$ cat src/logic/svc_pkg.sv
// setup validity checker: shared field encodings and error codes
// assumes every setup field arrives as a plain synchronous level
package svc_pkg;
  // ----------------------------------------------------------------
  // field widths
  // ----------------------------------------------------------------
  localparam int PV_SRC_W = 2;
  localparam int SP_SRC_W = 3;
  localparam int ALM_FN_W = 4;
  localparam int SECOND_OUTPUT_FUNCTION_FN_W = 2;
  localparam int ERR_W = 3;
  localparam int QUICK_W = 5;
  localparam int QUICK_COUNT = 18;

  // ----------------------------------------------------------------
  // process value source encodings
  // ----------------------------------------------------------------
  localparam logic [PV_SRC_W-1:0] PV_INPUT_ONE = 2'h0;
  localparam logic [PV_SRC_W-1:0] PV_INPUT_TWO = 2'h1;
  localparam logic [PV_SRC_W-1:0] PV_ONE_MINUS_TWO = 2'h2;
  localparam logic [PV_SRC_W-1:0] PV_TWO_MINUS_ONE = 2'h3;

  // ----------------------------------------------------------------
  // set point source encodings
  // ----------------------------------------------------------------
  localparam logic [SP_SRC_W-1:0] SP_SETPOINT = 3'h0;
  localparam logic [SP_SRC_W-1:0] SP_MINUTE_RAMP = 3'h1;
  localparam logic [SP_SRC_W-1:0] SP_HOUR_RAMP = 3'h2;
  localparam logic [SP_SRC_W-1:0] SP_INPUT_ONE = 3'h3;
  localparam logic [SP_SRC_W-1:0] SP_INPUT_TWO = 3'h4;
  localparam logic [SP_SRC_W-1:0] SP_PUMP = 3'h5;

  // ----------------------------------------------------------------
  // alarm function encodings
  // ----------------------------------------------------------------
  localparam logic [ALM_FN_W-1:0] ALM_NONE = 4'h0;
  localparam logic [ALM_FN_W-1:0] ALM_DWELL_TIMER = 4'h1;
  localparam logic [ALM_FN_W-1:0] ALM_COMBINED_FIRST = 4'hA;
  localparam logic [ALM_FN_W-1:0] ALM_COMBINED_LAST = 4'hD;

  // ----------------------------------------------------------------
  // second output function encodings
  // ----------------------------------------------------------------
  localparam logic [SECOND_OUTPUT_FUNCTION_FN_W-1:0] SECOND_OUTPUT_FUNCTION_NONE = 2'h0;
  localparam logic [SECOND_OUTPUT_FUNCTION_FN_W-1:0] SECOND_OUTPUT_FUNCTION_COOLING = 2'h1;
  localparam logic [SECOND_OUTPUT_FUNCTION_FN_W-1:0] SECOND_OUTPUT_FUNCTION_ALARM_TWO = 2'h2;
  localparam logic [SECOND_OUTPUT_FUNCTION_FN_W-1:0] SECOND_OUTPUT_FUNCTION_DC_SUPPLY = 2'h3;

  // ----------------------------------------------------------------
  // error codes and reset values
  // ----------------------------------------------------------------
  localparam logic [ERR_W-1:0] ERR_NONE = 3'h0;
  localparam logic [ERR_W-1:0] ERR_PV_SP_ONE = 3'h1;
  localparam logic [ERR_W-1:0] ERR_PV_SP_TWO = 3'h2;
  localparam logic [ERR_W-1:0] ERR_DEPENDENT = 3'h3;
  localparam logic [ERR_W-1:0] ERR_COOLING = 3'h4;
  localparam logic [ERR_W-1:0] ERR_UNIT_MISMATCH = 3'h5;
  localparam logic [ERR_W-1:0] ERR_ALARM_NONE = 3'h6;
  localparam logic [ERR_W-1:0] ERR_DWELL_BOTH = 3'h7;
  localparam logic [QUICK_W-1:0] QUICK_NONE = 5'h00;
endpackage : svc_pkg

$ cat src/logic/svc_quick_decode.sv
// setup validity checker: one quick-access selector decoder
// assumes the selector is a synchronous level; output is combinational
`timescale 1ns/1ns
module svc_quick_decode (
  // selector field
  input wire logic [svc_pkg::QUICK_W-1:0] quickSelect,
  // decoded result
  output logic [svc_pkg::QUICK_COUNT-1:0] promote,
  output logic outOfRange
);
  // value n in 1..18 lights bit n-1, zero lights none
  always_comb begin
    promote = '0;
    outOfRange = 1'b0;
    if (quickSelect > svc_pkg::QUICK_W'(svc_pkg::QUICK_COUNT)) begin
      outOfRange = 1'b1;
    end else if (quickSelect != svc_pkg::QUICK_NONE) begin
      promote[quickSelect - 5'h01] = 1'b1;
    end
  end
endmodule : svc_quick_decode

$ cat config.mk
export PLATFORM = sky130hd
export DESIGN_NAME = svc_quick_decode
export DESIGN_NICKNAME = d
export VERILOG_FILES = /design/src/logic/svc_pkg.sv /design/src/logic/svc_quick_decode.sv
export SDC_FILE = /design/constraint.sdc
export NUM_CORES = 1
export LEC_CHECK = 0
export BUFFER_PORTS_ARGS = -buffer_cell sky130_fd_sc_hd__buf_2
export CORE_AREA = 2 2 39 41
export DETAILED_ROUTE_END_ITERATION = 7
export DIE_AREA = 0 0 41 43
export PLACE_DENSITY = 0.39
export SLEW_MARGIN = 30
export SYNTH_ARGS = -nofsm -noshare
export SYNTH_HDL_FRONTEND = slang
export SYNTH_SLANG_ARGS = --single-unit
export TNS_END_PERCENT = 30
$ cat constraint.sdc
create_clock -name vclk -period 0.82
set_input_delay 0.041 -clock vclk [all_inputs]
set_output_delay 0.041 -clock vclk [all_outputs]
set_load 0.01 [all_outputs]
* Word-level counts from Yosys, hierarchy flattened *
Index checks and enable logic that the tools add are counted.

cells by class
  order comparisons = 3
  reduce and logical (&&, ||, !) cells = 2
  add/sub/neg operators = 1
  multiplexer cells = 5

operators by type and width
  kind                                                               number
  2-to-1 mux 18 bit                                                  2
  < comparator 5 x 6 -> 1 bit, second input constant                 1
  demux 1 bit (select 5 bit)                                         1
  greater-or-equal comparator 5 x 1 -> 1 bit, second input constant  1
  > comparator 5 bit, second input constant                          1
  nonzero test 5 bit                                                 1
  subtractor 5 x 1 -> 5 bit, second input constant                   1
  2-to-1 mux 1 bit                                                   2
  logical AND 1 bit                                                  1

word-level totals
  input bits = 5
  flip-flop bits (word level) = 0
  word-level logic and storage cells = 11
  output and inout bits = 19

* Depth between registers and ports, before layout *
Gate-level depths: netlist of run 1.

  depth in word-level cells = 7
  gate-level depth with buffers = 3
  depth with buffers taken out = 2

* Least setup slack after synthesis of run 1 *
No wires, ideal clock.

  path type = input-to-output
  start point = in quickSelect[2] (netlist name)
  end point = out promote[17] (netlist name)
  stages = 3
  path buffers = 1
  arrival = 733 ps
  slack = 46 ps
  required time = 779 ps
  cell sequence = clkbuf_1 nand2b_1 nor3_1

on the way
  cells in the longest elaborated chain, start to end = 7
  elaborated cells between the ends (all ways) = 10
  classes of those cells = add/sub (1); order compare (3); mux (4); reduce/logical (2)

ends and longest elaborated chain
  element                                                                                                          RTL line                text
  start, declared                                                                                                  svc_quick_decode.sv:6   input wire logic [svc_pkg::QUICK_W-1:0] quickSelect,
  subtractor 5 x 1 -> 5 bit                                                                                        svc_quick_decode.sv:18  promote[quickSelect - 5'h01] = 1'b1;
  < comparator 5 x 6 -> 1 bit (implied by the code) or greater-or-equal comparator 5 x 1 -> 1 bit (tied branches)  svc_quick_decode.sv:18
  logical AND 1 bit (implied by the code)                                                                          svc_quick_decode.sv:18
  2-to-1 mux 1 bit (implied by the code)                                                                           svc_quick_decode.sv:18
  demux 1 bit (select 5 bit)                                                                                       svc_quick_decode.sv:18
  2-to-1 mux 18 bit                                                                                                svc_quick_decode.sv:17  end else if (quickSelect != svc_pkg::QUICK_NONE) begin
  2-to-1 mux 18 bit (*)                                                                                            svc_quick_decode.sv:15  if (quickSelect > svc_pkg::QUICK_W'(svc_pkg::QUICK_COUNT)) begin
  end, declared                                                                                                    svc_quick_decode.sv:8   output logic [svc_pkg::QUICK_COUNT-1:0] promote,

Mark *: on every way between the ends. The rest lies on a longest branch, timed or not.

* Worst setup path after layout of run 1 *
  start point = in quickSelect[4] (netlist name)
  end point = out promote[0] (netlist name)

The elaborated chain is that of the path after synthesis.

==> implementation parameters, run 1 <==
Parameter                              Value

Synth
  Synthesized instance count    30
  Part of the Yosys area used for sequential elements    0%
  Post-Syn Nets    35
  Top cells by instance count after synthesis    sky130_fd_sc_hd__nor2_1 (12), sky130_fd_sc_hd__nand2b_1 (3), sky130_fd_sc_hd__nor3_1 (3), sky130_fd_sc_hd__or3b_4 (2)
  Per-instance average area after synthesis    5.547 sq um
  Top post-synthesis cells by area    sky130_fd_sc_hd__nor2_1 (27%), sky130_fd_sc_hd__or3b_4 (14%), sky130_fd_sc_hd__nand2b_1 (11%)
  Largest area contributor in the netlist    sky130_fd_sc_hd__nor2_1
  Number of distinct standard cells referenced by the synthesized netlist    14
  Count of yosys warnings during synthesis    0
  Most common cell in the synthesized netlist    sky130_fd_sc_hd__nor2_1
  Share of the synthesized area in the top cell type    27.07%
  Summed instance area of the synthesized netlist    166.4 sq um

STA
  RSZ-0062 raised after global routing    true
  Max_slew headroom    86.07%
  Hold Slack    0.3768 ns
  Final worst setup slack    -0.03421 ns
  Crit share post-route    104.2%
  Maximum frequency from static timing analysis    1171 MHz
  Final count of hold timing violations    0
  Actual transition at the worst max-transition pin    0.2071 ns
  Total setup violations reported at the end of the flow    8
  Final Slew Violations    0
  Fin crit period    0.8542 ns

Global routing
  Via count of the first global-routing pass    251
  First-pass GRT wire length    993 um
  Total Routing Usage GR    7.493%
  Total overflow reported by the global router    0
  Antenna violations before repair    0
  Largest net degree at the start of global routing    10

Layout
  Final standard cell area without fillers    376.6 sq um
  Proportion of layout cells with a drive suffix above 1    67.86%
  Synthesis-to-layout area growth    126.3%
  Number of clock buffers in the layout    0
  Ant. Diodes    0
  FF+latch count    0
  Total area of sequential cells    0 sq um
  Number of cells in the finished layout apart from fillers    72
  Fill cell total of the finished layout    166
  Final net count    63
  Final standard cell utilization of the core    27.22%

Worst setup path
  Cell at the slowest stage of the critical path    sky130_fd_sc_hd__or3b_4
  Required arrival time at the worst endpoint    0.78 ns
  Crit path buffers/inverters    2
  Highest fanout seen on the critical path    5
  Critical Path Start Type    input pin
  Critical path data arrival time    0.81 ns
  Cell chain of the critical path    buf_8, or3b_4, nor3_2, buf_2
  Setup Crit Path Kind    in2out
  Family of cells with the greatest summed delay on the critical path    simple AND/OR/NAND/NOR gates
  Largest stage delay on the critical path    0.41 ns
  Count of cell instances traversed by the critical path    4
  Type of element capturing the critical path    output port

Detailed routing
  Via total after detailed routing    301
  Post-route DRC    0
  WL final    683 um
  Drt pass-1 iters    3
  Routed len/inst    9.486 um
  DRT antenna net count    0
  Initial DRC count    5
  Detail-routed via count per cell    4.181

Die
  IO Count    24
  Initial standard-cell utilization of the core    12.03%
  Die Span X    41 um
  Core region area    1384 sq um
  Height of the die    43 um
  Die area    1763 sq um
  Number of placement rows    14

Placed design
  Buffers added on ports    24
  Placed Cells incl. Taps    72
  Place WS    -0.1027 ns
  Area after DPL    327.8 sq um
  Hpwl dp    570 um
  Global placement routability congestion    0.5992

Run
  Max capacitance violation total    0

Status
  Failing checks    setup timing
  Status    complete, but fails checks

Power and ir drop
  Cell area power density    361.5 nW/um^2
  Worst-case vdd ir drop    0.1279 mV
  Leakage power figure    0.1970 nW

CTS
  Hold bufs inserted after CTS    0

Worst hold path
  Worst Hold Class    in2out
  Cell depth of the worst hold path    3
==> tightest hold or removal path: stages <==
cell and delay (ns):
sky130_fd_sc_hd__buf_2 0.11, sky130_fd_sc_hd__nor4_1 0.05, sky130_fd_sc_hd__buf_2 0.13
==> metal layers <==
| layer | up-vias | share of wire (%) | global-route usage [%] | routed length [um] |
|---|---|---|---|---|
| met1 | 131 | 42 | 9.810 | 289 |
| li1 | 154 | - | - | - |
| met5 | - | 0 | 0 | 0 |
| met4 | 0 | 0 | 0 | 0 |
| met3 | 0 | 10 | 0 | 68 |
| met2 | 16 | 47 | 13.75 | 324 |
==> worst paths after layout <==
path      startpoint           to  slack, ns
min   quickSelect[2]  promote[15]       0.38
max   quickSelect[4]   promote[0]      -0.03
==> where the power goes <==
part           total, W  internal, W  switching [W]
Combinational  0.000136    0.0000673      0.0000688
Sequential            0            0              0
Clock                 0            0              0
Total          0.000136    0.0000673      0.0000688
==> layout make-up <==
type,instances,area [sq um],share of cell area [%]
well taps,16,20.02,5.316
repair buffers,28,172.7,45.85
multi-input cells,28,183.9,48.84
==> kinds of logic (layout without fill, tap and decap cells) <==
logic type | after synthesis | after routing | share of synthesized area, %
and+or+nand+nor | 27 | 27 | 90.23
buffers and inverters | 2 | 28 | 5.258
AOI/OAI and AO/OA | 1 | 1 | 4.513
==> through the flow <==
step                      total power, W  TNS (ns)
after floorplan               0.00006096         0
after global placement         0.0001174   -0.6338
after detailed placement       0.0001181   -0.6576
after CTS                      0.0001315   -0.2635
after global routing           0.0001508   -0.4761
final                          0.0001361   -0.1211
==> repair_timing <==
action                                 4_1_cts  5_1_grt
cloned                                       0        0
resized for setup                            8        6
setup endpoints to repair                   12       14
buffers inserted                             0        0
endpoints found under the hold margin        0        0
pin swaps                                    5        2
==> placed cells by master, fill, tap and decap left out <==
cell type                   n
sky130_fd_sc_hd__buf_6      2
sky130_fd_sc_hd__nand3b_1   1
sky130_fd_sc_hd__or3b_4     2
sky130_fd_sc_hd__buf_4      4
sky130_fd_sc_hd__nor2b_1    1
sky130_fd_sc_hd__nor4b_2    1
sky130_fd_sc_hd__nor4_1     1
sky130_fd_sc_hd__nor3_1     2
sky130_fd_sc_hd__or3_4      1
sky130_fd_sc_hd__nand2b_1   2
sky130_fd_sc_hd__buf_8      1
sky130_fd_sc_hd__nand2b_2   1
sky130_fd_sc_hd__a211oi_1   1
sky130_fd_sc_hd__buf_2     21
sky130_fd_sc_hd__nand2_1    1
sky130_fd_sc_hd__nor2_2     3
sky130_fd_sc_hd__nor3_2     2
sky130_fd_sc_hd__nor2_1     9
Power figures use the tool's default switching activity.
==> inputs of run 2 (changes only) <==
Settings changed: CELL_PAD_IN_SITES_DETAIL_PLACEMENT set to 2, CELL_PAD_IN_SITES_GLOBAL_PLACEMENT set to 2, PLACE_DENSITY 0.39 to 0.86.
==> implementation parameters, run 2 (synthesis gave the netlist of run 1 again) <==
Parameter                              Value

Status
  Status    complete, but fails checks
  Failing checks    setup timing

Power and ir drop
  Switching power    0.00008005 W
  Share of power burned in registers    0%
  Cell area power density    373.6 nW/um^2
  Total power after layout    0.0001510 W
  Leakage power figure    0.1996 nW
  Worst-case vdd ir drop    0.1432 mV
  Combinational share of power    100.0%
  Cell Int Power    0.00007094 W
  Clock network power share    0%
  Switching fraction of total power    53.02%

STA
  Max_slew headroom    85.25%
  Total setup violations reported at the end of the flow    8
  RSZ-0062 raised after global routing    true
  Actual transition at the worst max-transition pin    0.2200 ns
  Fin crit period    0.8575 ns
  Final count of hold timing violations    0
  Crit share post-route    104.6%
  Maximum frequency from static timing analysis    1166 MHz
  Final worst setup slack    -0.03753 ns
  Final Slew Violations    0

Layout
  Final net count    63
  Most common cell after layout, fill and taps aside    sky130_fd_sc_hd__buf_2
  Highest-count cells in the layout ignoring fill and taps    sky130_fd_sc_hd__buf_2 (21), sky130_fd_sc_hd__nor2_2 (6), sky130_fd_sc_hd__nor2_1 (5)
  Total area of sequential cells    0 sq um
  Number of clock buffers in the layout    0
  Proportion of layout cells with a drive suffix above 1    76.79%
  Synthesis-to-layout area growth    142.9%
  Ant. Diodes    0
  FF+latch count    0
  Final standard cell utilization of the core    29.20%

Worst setup path
  Critical Path Start Type    input pin
  Required arrival time at the worst endpoint    0.78 ns
  Setup Crit Path Kind    in2out
  Type of element capturing the critical path    output port
  Critical path origin    quickSelect[4]
  Capturing element of the worst setup path    promote[0]
  Critical path data arrival time    0.82 ns
  Highest fanout seen on the critical path    5

Global routing
  Total overflow reported by the global router    0
  Total Routing Usage GR    9.890%
  Largest net degree at the start of global routing    10
  First-pass GRT wire length    1297 um
  Antenna violations before repair    0
  Via count of the first global-routing pass    304

Detailed routing
  Drt pass-1 iters    2
  Routed len/inst    12.54 um
  WL final    903 um
  DRT antenna net count    0
  Post-route DRC    0
  Detail-routed via count per cell    4.431
  Via total after detailed routing    319
  Initial DRC count    2

CTS
  Hold bufs inserted after CTS    0

Placed design
  Buffers added on ports    24
  Global placement routability congestion    0.6928
  Hpwl dp    720.5 um

Worst hold path
  Hold path startpoint    quickSelect[2]
  Cell depth of the worst hold path    3
  Worst Hold Class    in2out

Die
  Height of the die    43 um
  Die Span X    41 um
  IO Count    24
  Initial standard-cell utilization of the core    12.03%
  Core region area    1384 sq um
  Number of placement rows    14
  Die area    1763 sq um

Run
  Max capacitance violation total    0
[run 2: cell counts in the layout (fill, tap and decap cells not counted)]
Identical to the previous run, type by type.
[run 2: metal layers]
layer	GRT usage, %	part of all wire, %	vias up
li1	-	-	155
met2	18.44	55	14
met3	0	7.0	0
met4	0	0	0
met1	12.66	37	150
met5	0	0	-
[run 2: final cells by class]
cell class                 instances  area [sq um]
tap                               16         20.02
multi-input combinational         28         203.9
fill                             183         979.7
timing repair buffer              28         180.2
[run 2: stage by stage]
stage,cells,setup slack (ns),area (sq um),setup TNS (ns),hold slack [ns]
after floorplan,30,0.04581,166.4,0,0.1324
after global placement,71,-0.08516,320.3,-0.4961,0.3673
after detailed placement,71,-0.09134,320.3,-0.7662,0.3748
after CTS,72,-0.03893,359.1,-0.2723,0.3763
after global routing,72,-0.06831,404.1,-0.6156,0.4013
final,72,-0.03753,404.1,-0.1269,0.3795
[run 2: how the worst min path moves through the flow]
stage                        to  slack, ns
floorplan           promote[15]       0.13
global placement    promote[15]       0.37
detailed placement  promote[15]       0.37
CTS                 promote[15]       0.38
global route        promote[15]       0.40
finish              promote[15]       0.38
[run 2: worst max-delay path: stages]
cell and delay (ns):
sky130_fd_sc_hd__buf_8 0.10, sky130_fd_sc_hd__or3b_4 0.42, sky130_fd_sc_hd__nor3_2 0.11, sky130_fd_sc_hd__buf_2 0.15
[run 2: power by group through the flow]
| stage | registers [W] | clock network, W | logic (W) |
|---|---|---|---|
| after floorplan | 0 | 0 | 0.0000610 |
| after global placement | 0 | 0 | 0.000113 |
| after CTS | 0 | 0 | 0.000134 |
| final | 0 | 0 | 0.000151 |
| after global routing | 0 | 0 | 0.000166 |
| after detailed placement | 0 | 0 | 0.000118 |
[run 2: timing repair]
item                                    4_1_cts  5_1_grt
endpoints found under the setup margin       13       18
gates resized for setup                       8       14
buffers inserted                              1        0
gates cloned                                  0        0
pin swaps                                     7        4
==> inputs of run 3 (changes only) <==
Settings changed: PLACE_DENSITY 0.86 to 0.95.
==> implementation parameters, run 3 (synthesis gave the netlist of run 1 again) <==
Parameter                              Value

Status
  Status    complete, but fails checks
  Failing checks    setup timing

STA
  Total setup violations reported at the end of the flow    10
  Accumulated negative setup slack    -0.1683 ns
  Fin crit period    0.8525 ns
  Max_slew headroom    84.16%
  Final Slew Violations    0
  Final count of hold timing violations    0
  Actual transition at the worst max-transition pin    0.2362 ns
  Final worst setup slack    -0.03255 ns
  RSZ-0062 raised after global routing    true
  Crit share post-route    104.0%
  Maximum frequency from static timing analysis    1173 MHz

Die
  Die Span X    41 um
  Initial standard-cell utilization of the core    12.03%
  Number of placement rows    14
  Core region area    1384 sq um
  Die area    1763 sq um
  Height of the die    43 um
  IO Count    24

Power and ir drop
  Switching fraction of total power    51.92%
  Cell area power density    370.0 nW/um^2
  Clock network power share    0%
  Combinational share of power    100.0%
  Total power after layout    0.0001310 W
  Cell Int Power    0.00006299 W
  Share of power burned in registers    0%
  Worst-case vdd ir drop    0.1106 mV
  Leakage power figure    0.1911 nW
  Switching power    0.00006803 W

Layout
  Ant. Diodes    0
  Proportion of layout cells with a drive suffix above 1    58.18%
  Final standard cell area without fillers    354.1 sq um
  Highest-count cells in the layout ignoring fill and taps    sky130_fd_sc_hd__buf_2 (21), sky130_fd_sc_hd__nor2_1 (11), sky130_fd_sc_hd__nand2b_1 (3), sky130_fd_sc_hd__buf_4 (3)
  Synthesis-to-layout area growth    112.8%
  Total area of sequential cells    0 sq um
  Number of clock buffers in the layout    0
  Final standard cell utilization of the core    25.59%
  Final net count    62
  FF+latch count    0
  Most common cell after layout, fill and taps aside    sky130_fd_sc_hd__buf_2
  Number of cells in the finished layout apart from fillers    71

Global routing
  First-pass GRT wire length    1228 um
  Via count of the first global-routing pass    253
  Antenna violations before repair    0
  Largest net degree at the start of global routing    10
  Total overflow reported by the global router    0
  Total Routing Usage GR    9.391%

Placed design
  Placed Cells incl. Taps    71
  Hpwl dp    723.7 um
  Global placement routability congestion    0.6836
  Area after DPL    320.3 sq um
  Buffers added on ports    24

Detailed routing
  DRT antenna net count    0
  WL final    832 um
  Initial DRC count    1
  Post-route DRC    0
  Routed len/inst    11.72 um
  Via total after detailed routing    301
  Drt pass-1 iters    3
  Detail-routed via count per cell    4.239

Worst setup path
  Type of element capturing the critical path    output port
  Crit path buffers/inverters    2
  Cell chain of the critical path    buf_8, or3b_4, nor3_2, buf_2
  Largest stage delay on the critical path    0.41 ns
  Family of cells with the greatest summed delay on the critical path    simple AND/OR/NAND/NOR gates
  Required arrival time at the worst endpoint    0.78 ns
  Critical path data arrival time    0.81 ns
  Highest fanout seen on the critical path    5
  Cell at the slowest stage of the critical path    sky130_fd_sc_hd__or3b_4
  Setup Crit Path Kind    in2out
  Critical Path Start Type    input pin
  Critical path origin    quickSelect[0]

Worst hold path
  Hold path startpoint    quickSelect[2]
  Worst Hold Class    in2out
  Hold-critical path endpoint    promote[15]
  Cell depth of the worst hold path    3

CTS
  Hold bufs inserted after CTS    0
  Post-CTS setup repair buffer count    0

Run
  Max capacitance violation total    0
-- run 3: how the worst max path moves through the flow --
stage,to,slack (ns),cells past startpoint
2_1_floorplan,promote[17],0.05,3
3_3_place_gp,promote[7],-0.09,4
3_5_place_dp,promote[7],-0.11,4
4_1_cts,promote[7],-0.05,4
5_1_grt,promote[0],-0.08,4
6_report,promote[7],-0.03,4
-- run 3: layout make-up --
class                      instances  area, sq um
fill                             182         1030
timing repair buffer              27        168.9
multi-input combinational         28        165.2
tap                               16        20.02
-- run 3: repair_timing --
| item | in CTS | in global routing |
|---|---|---|
| gates resized for setup | 9 | 1 |
| pin swaps | 4 | 0 |
| endpoints found under the setup margin | 13 | 14 |
-- run 3: stage by stage --
step | hold WS, ns | setup WS, ns
3_5_place_dp | 0.3912 | -0.1138
3_3_place_gp | 0.3885 | -0.08797
2_1_floorplan | 0.1324 | 0.04581
4_1_cts | 0.3900 | -0.04609
6_report | 0.3844 | -0.03255
5_1_grt | 0.4058 | -0.08045
-- run 3: metal layers --
metal  vias up  routed length, um  GRT usage (%)
met5         -                  0              0
met4         0                  0              0
met3         0                 65         0.5236
met2        14                428          16.25
met1       133                338          12.97
li1        154                  -              -
-- run 3: power by group through the flow --
stage	Sequential (W)	Combinational, W	Clock [W]
after global placement	0	0.000112	0
final	0	0.000131	0
after floorplan	0	0.0000610	0
after detailed placement	0	0.000118	0
after global routing	0	0.000143	0
after CTS	0	0.000132	0
